`src/ssie_pkg.sv`:
```
// Package for the SPI status and interrupt-enable block: map, layout, resets.
// Assumes a 32-bit register port that carries full byte addresses.
package ssie_pkg;

    // Register byte addresses
    localparam logic [31:0] ADDR_FLAGS_CTRL = 32'h4005_8008;
    localparam logic [31:0] ADDR_EN_SET = 32'h4005_800C;
    localparam logic [31:0] ADDR_EN_CLEAR = 32'h4005_8010;

    // Field positions inside the flags register
    localparam int BIT_RX_READY = 0;
    localparam int BIT_TX_READY = 1;
    localparam int BIT_RX_OVERRUN = 2;
    localparam int BIT_TX_UNDERRUN = 3;
    localparam int BIT_SEL_ASSERT = 4;
    localparam int BIT_SEL_DEASSERT = 5;
    localparam int BIT_STALLED = 6;
    localparam int BIT_FORCE_END = 7;
    localparam int BIT_MASTER_IDLE = 8;

    localparam int FLAG_W = 9;
    localparam int SEL_W = 4;

    // Reset values
    localparam logic [8:0] FLAGS_RST = 9'h100;
    localparam logic [8:0] EN_RST = 9'h000;
    localparam logic [3:0] SEL_N_RST = 4'hF;
    localparam logic SCK_RST = 1'h0;
    localparam logic [31:0] RDATA_RST = 32'h0000_0000;

    // Implemented enable bits and write-one-to-clear flags
    localparam logic [8:0] EN_IMPL_MASK = 9'h13F;
    localparam logic [8:0] W1C_MASK = 9'h03C;

    // Flags and enables share one layout, bit 8 down to bit 0
    typedef struct packed {
        logic master_idle;
        logic force_end;
        logic stalled;
        logic sel_deassert;
        logic sel_assert;
        logic tx_underrun;
        logic rx_overrun;
        logic tx_ready;
        logic rx_ready;
    } ssie_flags_t;

    // Slave select pins and serial clock as sampled from the link
    typedef struct packed {
        logic [3:0] sel_n;
        logic sck;
    } ssie_link_t;

endpackage

```
`src/ssie_status_irq.sv`:
```
// Status flags, force-end control and interrupt enables of an SPI port.
// Assumes a shift engine on i_core_clk giving buffer and busy levels, and
// slave selects and serial clock arriving asynchronously from the link.
//
// Operation
// - Force-end bit ends the transfer after current transmitter activity, like end marker.
// - Hardware clears force-end bit when transmitter goes idle; resets to zero.
// - Forced end still gets the frame gap and deselect gap inserted.
// - Master idle flag is one when holding register empty and not shifting.
// - Enable set register: ones set bits, reads return enables, clear elsewhere.
// - Enable bit n gates status flag n in the same position.
// - Receive ready enable requests interrupt while received data waits.
// - Transmit ready enable requests interrupt while holding register accepts data.
// - Overrun enable requests interrupt when slave receive finds register occupied.
// - Master refuses to start a transmission that would overrun receive data.
// - Underrun enable requests interrupt when slave must transmit with no data.
// - Select assert enable requests interrupt when any select becomes asserted.
// - Select deassert enable requests interrupt when all asserted selects deassert.
// - Master idle enable requests interrupt while master fully idle; resets zero.
// - Writing one clears a clearable status flag; writing zero leaves it.
module ssie_status_irq (
    input wire logic i_core_clk,
    input wire logic i_rst,
    input wire logic [31:0] i_addr,
    input wire logic [31:0] i_wdata,
    input wire logic i_wr,
    input wire logic i_rd,
    input wire logic i_master,
    input wire logic i_rx_full,
    input wire logic i_rx_start,
    input wire logic i_tx_empty,
    input wire logic i_tx_busy,
    input wire logic i_stalled,
    input wire logic [3:0] i_sel_n,
    input wire logic i_sck,
    output logic [31:0] o_rdata,
    output logic o_irq,
    output logic o_force_end,
    output logic o_start_ok,
    output logic o_master_idle
);

    // Two-stage synchronisers for the link pins
    ssie_pkg::ssie_link_t link_meta_q;
    ssie_pkg::ssie_link_t link_meta_d;
    ssie_pkg::ssie_link_t link_sync_q;
    ssie_pkg::ssie_link_t link_sync_d;
    ssie_pkg::ssie_link_t link_prev_q;
    ssie_pkg::ssie_link_t link_prev_d;

    // Register state
    logic [8:0] sticky_q;
    logic [8:0] sticky_d;
    logic force_end_q;
    logic force_end_d;
    logic master_idle_q;
    logic master_idle_d;
    logic [8:0] en_q;
    logic [8:0] en_d;
    logic [31:0] rdata_q;
    logic [31:0] rdata_d;
    logic irq_q;
    logic irq_d;
    logic start_ok_q;
    logic start_ok_d;

    // Decoded events and views
    logic [3:0] sel_act;
    logic [3:0] sel_prev_act;
    logic sck_rise;
    logic evt_sel_assert;
    logic evt_sel_deassert;
    logic evt_rx_overrun;
    logic evt_tx_underrun;
    logic wr_flags;
    logic wr_en_set;
    logic wr_en_clear;
    logic idle_now;
    logic [8:0] evt_vec;
    ssie_pkg::ssie_flags_t flags_now;

    // Clears bits written as one within a mask, events win over the clear
    function automatic logic [8:0] w1c_update(
        input logic [8:0] cur,
        input logic hit,
        input logic [31:0] wdata,
        input logic [8:0] mask,
        input logic [8:0] set_vec
    );
        logic [8:0] clr;
        clr = hit ? (wdata[8:0] & mask) : 9'h000;
        return (cur & ~clr) | set_vec;
    endfunction

    // Link pin synchroniser chain
    always_comb begin
        link_meta_d.sel_n = i_sel_n;
        link_meta_d.sck = i_sck;
        link_sync_d = link_meta_q;
        link_prev_d = link_sync_q;
    end

    always_ff @(posedge i_core_clk) begin
        if (i_rst) begin
            link_meta_q <= {ssie_pkg::SEL_N_RST, ssie_pkg::SCK_RST};
            link_sync_q <= {ssie_pkg::SEL_N_RST, ssie_pkg::SCK_RST};
            link_prev_q <= {ssie_pkg::SEL_N_RST, ssie_pkg::SCK_RST};
        end else begin
            link_meta_q <= link_meta_d;
            link_sync_q <= link_sync_d;
            link_prev_q <= link_prev_d;
        end
    end

    // Event detection, select and clock events only on synchronised samples
    always_comb begin
        sel_act = ~link_sync_q.sel_n;
        sel_prev_act = ~link_prev_q.sel_n;
        sck_rise = link_sync_q.sck & ~link_prev_q.sck;
        evt_sel_assert = |(sel_act & ~sel_prev_act);
        evt_sel_deassert = (|sel_prev_act) & ~(|sel_act);
        // Master mode never overruns, see start gating below
        evt_rx_overrun = ~i_master & i_rx_start & i_rx_full;
        // Slave must shift on this edge but nothing is loaded
        evt_tx_underrun = ~i_master & (|sel_act) & sck_rise & i_tx_empty
            & ~i_tx_busy;
        evt_vec = 9'h000;
        evt_vec[ssie_pkg::BIT_RX_OVERRUN] = evt_rx_overrun;
        evt_vec[ssie_pkg::BIT_TX_UNDERRUN] = evt_tx_underrun;
        evt_vec[ssie_pkg::BIT_SEL_ASSERT] = evt_sel_assert;
        evt_vec[ssie_pkg::BIT_SEL_DEASSERT] = evt_sel_deassert;
    end

    // Address decode
    always_comb begin
        wr_flags = 1'b0;
        wr_en_set = 1'b0;
        wr_en_clear = 1'b0;
        if (i_addr == ssie_pkg::ADDR_FLAGS_CTRL) begin
            wr_flags = i_wr;
        end else if (i_addr == ssie_pkg::ADDR_EN_SET) begin
            wr_en_set = i_wr;
        end else if (i_addr == ssie_pkg::ADDR_EN_CLEAR) begin
            wr_en_clear = i_wr;
        end
    end

    // Sticky flags, force-end and idle state
    always_comb begin
        idle_now = i_tx_empty & ~i_tx_busy;
        master_idle_d = idle_now;
        sticky_d = w1c_update(sticky_q, wr_flags, i_wdata, ssie_pkg::W1C_MASK,
            evt_vec);
        force_end_d = force_end_q;
        if (idle_now) begin
            force_end_d = 1'b0;
        end
        // Set wins so a write in an idle cycle is still seen once
        if (wr_flags && i_wdata[ssie_pkg::BIT_FORCE_END]) begin
            force_end_d = 1'b1;
        end
    end

    always_ff @(posedge i_core_clk) begin
        if (i_rst) begin
            sticky_q <= ssie_pkg::FLAGS_RST & ssie_pkg::W1C_MASK;
            force_end_q <= ssie_pkg::FLAGS_RST[ssie_pkg::BIT_FORCE_END];
            master_idle_q <= ssie_pkg::FLAGS_RST[ssie_pkg::BIT_MASTER_IDLE];
        end else begin
            sticky_q <= sticky_d;
            force_end_q <= force_end_d;
            master_idle_q <= master_idle_d;
        end
    end

    // Interrupt enables
    always_comb begin
        en_d = en_q;
        if (wr_en_set) begin
            en_d = en_q | (i_wdata[8:0] & ssie_pkg::EN_IMPL_MASK);
        end else begin
            en_d = w1c_update(en_q, wr_en_clear, i_wdata,
                ssie_pkg::EN_IMPL_MASK, 9'h000);
        end
    end

    always_ff @(posedge i_core_clk) begin
        if (i_rst) begin
            en_q <= ssie_pkg::EN_RST;
        end else begin
            en_q <= en_d;
        end
    end

    // Live flag view, read back and interrupt
    always_comb begin
        flags_now.rx_ready = i_rx_full;
        flags_now.tx_ready = i_tx_empty;
        flags_now.rx_overrun = sticky_q[ssie_pkg::BIT_RX_OVERRUN];
        flags_now.tx_underrun = sticky_q[ssie_pkg::BIT_TX_UNDERRUN];
        flags_now.sel_assert = sticky_q[ssie_pkg::BIT_SEL_ASSERT];
        flags_now.sel_deassert = sticky_q[ssie_pkg::BIT_SEL_DEASSERT];
        flags_now.stalled = i_stalled;
        flags_now.force_end = force_end_q;
        flags_now.master_idle = master_idle_q;
        // Bit n of enables gates bit n of flags
        irq_d = |(flags_now & en_q & ssie_pkg::EN_IMPL_MASK);
        // Master holds off a new word while receive data is unread
        start_ok_d = ~(i_master & i_rx_full);
        rdata_d = ssie_pkg::RDATA_RST;
        if (i_rd) begin
            if (i_addr == ssie_pkg::ADDR_FLAGS_CTRL) begin
                rdata_d = {23'h000000, flags_now};
            end else if (i_addr == ssie_pkg::ADDR_EN_SET) begin
                rdata_d = {23'h000000, en_q};
            end else begin
                rdata_d = ssie_pkg::RDATA_RST;
            end
        end
    end

    always_ff @(posedge i_core_clk) begin
        if (i_rst) begin
            rdata_q <= ssie_pkg::RDATA_RST;
            irq_q <= 1'b0;
            start_ok_q <= 1'b1;
        end else begin
            rdata_q <= rdata_d;
            irq_q <= irq_d;
            start_ok_q <= start_ok_d;
        end
    end

    assign o_rdata = rdata_q;
    assign o_irq = irq_q;
    // Engine treats this as an end marker on the last word, gaps included
    assign o_force_end = force_end_q;
    assign o_start_ok = start_ok_q;
    assign o_master_idle = master_idle_q;

endmodule

```
`config.mk`:
```
export PLATFORM = sky130hd
export DESIGN_NAME = ssie_status_irq
export DESIGN_NICKNAME = d
export VERILOG_FILES = /design/src/ssie_pkg.sv /design/src/ssie_status_irq.sv
export SDC_FILE = /design/constraint.sdc
export NUM_CORES = 1
export LEC_CHECK = 0
export BUFFER_PORTS_ARGS = -buffer_cell sky130_fd_sc_hd__buf_2
export CAP_MARGIN = 10
export CORE_MARGIN = 2
export CORE_UTILIZATION = 37
export DETAILED_ROUTE_END_ITERATION = 8
export GPL_TIMING_DRIVEN = 0
export MAX_ROUTING_LAYER = met4
export PLACE_DENSITY = 0.85
export SETUP_SLACK_MARGIN = 0.02
export SYNTH_ARGS = -nofsm -noshare
export SYNTH_HDL_FRONTEND = slang
export SYNTH_SLANG_ARGS = --single-unit
```
`constraint.sdc`:
```
create_clock -name i_core_clk -period 1.35 [get_ports i_core_clk]
set_input_delay 0.135 -clock i_core_clk [delete_from_list [all_inputs] [get_ports i_core_clk]]
set_output_delay 0.135 -clock i_core_clk [all_outputs]
set_load 0.01 [all_outputs]
```
---- Yosys cells after proc, flatten, opt, wreduce, memory -nomap -nowiden ----
Cells that the tools add are included.
storage, ports and cells
  register bits after elaboration ......... 69
  input bits .............................. 79
  output and inout bits ................... 36
  logic and storage cells ................. 65
cells by class
  equality and inequality tests ........... 3
  mux-type cells .......................... 13
  bitwise logic cells ..................... 27
  reduce and logical (&&, ||, !) cells .... 8
operators by type and width
  cell                    count
  $eq A32 B31 Y1 const B  3
  $mux W9                 4
  $and A9 B9 Y9           3
  $not A4 Y4              3
  $reduce_or A4 Y1        3
  $and A1 B1 Y1           10
  $not A6 Y9              1
  $not A9 Y9              1
  $or A9 B6 Y9            1
  $or A9 B9 Y9            1
  $mux W1                 8
  $reduce_or A7 Y1        1
  $mux W6                 1
  $not A1 Y1              6
  $and A4 B4 Y4           1
  $reduce_or A3 Y1        1
  $reduce_bool A2 Y1      1
  $reduce_or A2 Y1        1
  $logic_and A1 B1 Y1     1

---- Depth between registers and ports, before layout ----
  word-level depth ........................ 8
  gate-level depth with buffers ........... 6
  depth with buffers taken out ............ 5

---- Worst setup path before layout ----
OpenSTA, ideal clock, no wires.
  path kind ............................... input-to-reg
  from .................................... in i_addr[9]
  to ...................................... reg en_q[0]
  library setup time ...................... 0.116 ns
  arrival ................................. 1.235 ns
  data required time ...................... 1.234 ns
  setup slack ............................. -0.001 ns
  cell stages on the path ................. 5
  buffers on the path ..................... 0
  cell sequence ........................... nor4_2 -> nand4_1 -> nor4b_4 -> a311oi_1 -> a31o_1
between the ends
  word-level cells in the longest chain between the ends .. 8
  elaborated cells on any way between the ends .. 12
  those cells by class .................... eq/ne (3); mux (7); bitwise (2)
RTL lines
  element               line                    text
  start, declared       ssie_status_irq.sv:24   input wire logic [31:0] i_addr,
  $eq A32 B31 Y1        ssie_status_irq.sv:143  end else if (i_addr == ssie_pkg::ADDR_EN_CLEAR) begin
  $mux W1               ssie_status_irq.sv:143
  $mux W1               ssie_status_irq.sv:141  end else if (i_addr == ssie_pkg::ADDR_EN_SET) begin
  $mux W1               ssie_status_irq.sv:139  if (i_addr == ssie_pkg::ADDR_FLAGS_CTRL) begin
  $mux W9               ssie_status_irq.sv:91   clr = hit ? (wdata[8:0] & mask) : 9'h000;
  $not A9 Y9            ssie_status_irq.sv:92   return (cur & ~clr) | set_vec;
  $and A9 B9 Y9         ssie_status_irq.sv:92
  $mux W9 *             ssie_status_irq.sv:179  if (wr_en_set) begin
  end signal, assigned  ssie_status_irq.sv:189  en_q <= ssie_pkg::EN_RST;
  end signal, assigned  ssie_status_irq.sv:191  en_q <= en_d;
  end, declared         ssie_status_irq.sv:58   logic [8:0] en_q;
Mark *: on every way between the ends. The rest lies on a longest branch, timed or not.
A chain may end at the register's enable or synchronous reset.

---- Final worst setup path ----
  from .................................... in i_addr[10]
  to ...................................... reg en_q[0]
The elaborated chain is that of the path after synthesis.

==> metrics.md <==
| Metric | Value |
|---|---|
| Final nets | `347` |
| Mux cell area share after synthesis | `4.08%` |
| WP data required | `1570 ps` |
| Area Growth Syn to Fin | `34.3%` |
| Final hold vios | `0` |
| WS Path Type | `in -> reg` |
| CTS H-Tree Depth | `2` |
| Crit. End Element | `register` |
| Routability cong. | `around 0.86` |
| Reg power frac | `a little over half` |
| Dpl hpwl | `2.95 mm` |
| Asr flop ratio synth | `0%` |
| Iter 0 DRT Violations | `118` |
| Cell family with most CP delay | `simple AND/OR/NAND/NOR gates` |
| Initial antenna violation count | `0` |
| Compound-Gate Fraction of Synth Area | `a little over an eighth` |
| Tot GR Track Use | `approximately 15%` |
| First-pass GRT wire length | `between 5 and 6 mm` |
| Synth Area per Inst | `9.98 um2` |
| Setup violators final | `0` |
| Fin crit share | `92.9%` |
| Seq/Total Area, Yosys | `a little under half` |
| Synth warn | `0` |
| 1st-pass router iterations | `4` |
| # diodes | `0` |
| Layout Utilization | `a little over half` |
| Longest Clk Path Bufs | `2` |
| Netlist Area Pre-Place | `about 1700 um2` |
| FF+latch count, synth | `39` |
| Sw frac | `22.6%` |
| Critical path, cell by cell | `buf_2 -> nor4_4 -> and4_2 -> and3b_1 -> clkbuf_1 -> a31o_1` |
| PortBufs | `between 60 and 70` |
| Row cnt | `24` |
| Vias in the first global route | `~1400` |
| Worst path max stage delay | `around 300 ps` |
| Cell Pwr Density | `approximately 950 nW/um2` |
| Internal power | `about 0.0017 W` |
| Adder-cell area share of the yosys netlist | `0%` |
| Setup tns final | `0 ps` |
| Max IR drop VDD | `approximately 530 uV` |
| Largest family of logic cells by synthesized area | `simple AND/OR/NAND/NOR gates` |
| R2r worst-path depth | `3` |
| Final Skew | `7.91 ps` |
| CTS sink cnt | `39` |
| Avg Vias per Cell | `~4.6` |
| Sw power | `roughly 0.00049 W` |
| Die W | `a little over 70 um` |
| Pre-CTS setup slack | `-303 ps` |
| Power after layout | `around 0.0022 W` |
| Clock transition at path regs | `around 70 ps` |
| CTS tree | `yes` |
| Root buf cell | `clkbuf_8` |
| Synth cell types | `35` |
| Arrival time worst endpoint | `roughly 1500 ps` |
| Post-route DRC | `0` |
| Top_reg_cell synth | `dfxtp_1` |
| IO Count | `about 120` |
| Hold depth | `2` |
| Critical path depth | `6` |
| Cts bufs inserted | `5` |
| WP buf/inv | `2` |
| Routed Antenna Nets | `0` |
| Average routed wire per standard cell | `~12 um` |
| Fin crit period | `roughly 1300 ps` |
| Post-Synth XOR/XNOR Area | `0%` |
| Clock power frac | `around a third` |
| Most frequent cells in the layout | `67 x buf_2, 39 x dfxtp_1, 23 x buf_4, 23 x conb_1, 13 x or2_2` |
| Run status | `complete, no violations` |
| Hold/Removal Path Class | `in -> reg` |
| Fin. max-slew vios | `0` |
| DRT Wirelength | `3.71 mm` |
| Critical path startpoint category | `input port` |
| Simple-gate area share of the yosys netlist | `24.0%` |
| Clk_lat worst skew | `about 280 ps` |
| Worst-path maximum fanout | `7` |
| Filler instances | `slightly above 400` |
| Final setup margin | `between 90 and 100 ps` |
| Max-cap violations | `0` |
| RSZ-0062 raised after global routing | `false` |
| Total core area | `around 4400 um2` |
| Initial Util | `38.9%` |
| Commonest non-fill, non-tap cell in the layout | `buf_2` |
| Global route overflow | `0` |
| Area of the multi-input gates | `around 810 um2` |
| Die height | `72.1 um` |
| CTS Hold Buffers Added | `0` |
| Vias | `around 1500` |
| Sequential Area | `around 780 um2` |
| Crit-path slowest cell | `nor4_4` |
| Share of cells above drive strength 1 | `a little under half` |
| Die Area | `~5200 um2` |
| Cells after synthesis | `172` |
| Combinational share of power | `between 10% and 20%` |
| Leak | `1.16 nW` |
| Post-synth EDFFs | `0` |
| Largest net degree at the start of global routing | `12` |
| Max Freq | `approximately 0.80 GHz` |
## flip-flops by register name, indices dropped and copies added, names as in the netlist
signal and flops:
sticky_q 4, o_master_idle 1, link_prev_q 5, o_start_ok 1
o_rdata 9, o_force_end 1, en_q 7, link_prev_d 5
o_irq 1, link_meta_q 5
## Yosys cell counts (3+ instances only)
cell type,n,area [um2]
inv_1,6,22.5
a311oi_1,3,26.3
a21o_1,4,30.0
nand4_1,3,18.8
buf_4,23,173
or2_2,13,81.3
a21bo_2,4,40.0
a31o_1,3,26.3
dfxtp_1,39,781
clkbuf_1,4,15.0
and3_1,6,37.5
nor2_1,10,37.5
nand2b_1,4,25.0
nor2b_1,7,43.8
nor4b_1,4,35.0
a21oi_1,9,45.0
mux2i_1,7,70.1
## area by class of cell
type | count | area share (%)
buffer | 29 | 8.84
inverter | 6 | 0.977
clock inverter | 1 | 0.217
sequential | 39 | 33.9
timing repair buffer | 67 | 14.8
clock buffer | 7 | 3.31
tap | 52 | 2.82
multi-input combinational | 120 | 35.2
## power by group through the flow
stage	Clock, W	Combinational, W	Sequential, W
final	0.000724	0.000270	0.00119
after global routing	0.000772	0.000296	0.00120
after CTS	0.000738	0.000265	0.00119
after detailed placement	0	0.000265	0.00122
after global placement	0	0.000259	0.00122
after floorplan	0	0.000157	0.00122
## worst reg2reg max path, delay by kind of cell, from the launching register on
kind / cells / cell delay, ps
simple gates: 1 / 150
compound gates: 2 / 350
flops: 1 / 370
## cells by family after synthesis
logic type | count (synthesis)
other cells | 1
flops | 39
compound gates | 30
buf+inv | 35
mux | 7
simple gates | 60
## through the flow
stage	instances	hold WS [ps]	cell area (um2)
6_report	321	31.3	2310
5_1_grt	321	29.6	2310
4_1_cts	321	24.6	2290
3_5_place_dp	312	319	2200
3_3_place_gp	312	319	2200
2_1_floorplan	194	219	1810
## metal layers
| metal | GRT usage (%) | wire length (um) | part of all wire, % | vias up |
|---|---|---|---|---|
| met3 | 4.44 | 317 | 8.6 | 10 |
| li1 | - | - | - | 750 |
| met4 | 6.71 | 96 | 2.6 | 0 |
| met2 | 25.9 | 1830 | 49 | 59 |
| met1 | 15.2 | 1460 | 39 | 648 |
| met5 | - | 0 | 0 | - |
## final timing paths
kind	start	end	slack, ps
min	i_sel_n[2]	link_meta_q[3]$_SDFF_PP1_	30
max reg2reg	link_prev_d[3]$_SDFF_PP1_	sticky_q[5]$_SDFF_PP0_	430
max	i_addr[10]	en_q[0]$_SDFF_PP0_	100
min reg2reg	link_meta_q[3]$_SDFF_PP1_	link_prev_d[3]$_SDFF_PP1_	410
## timing repair
item | CTS | global route
cloned | 0 | 0
pin swaps | 1 | 4
endpoints found under the setup margin | 4 | 3
gates resized for setup | 1 | 3
buffers inserted | 1 | 0
(Power assumes the default switching activity.)
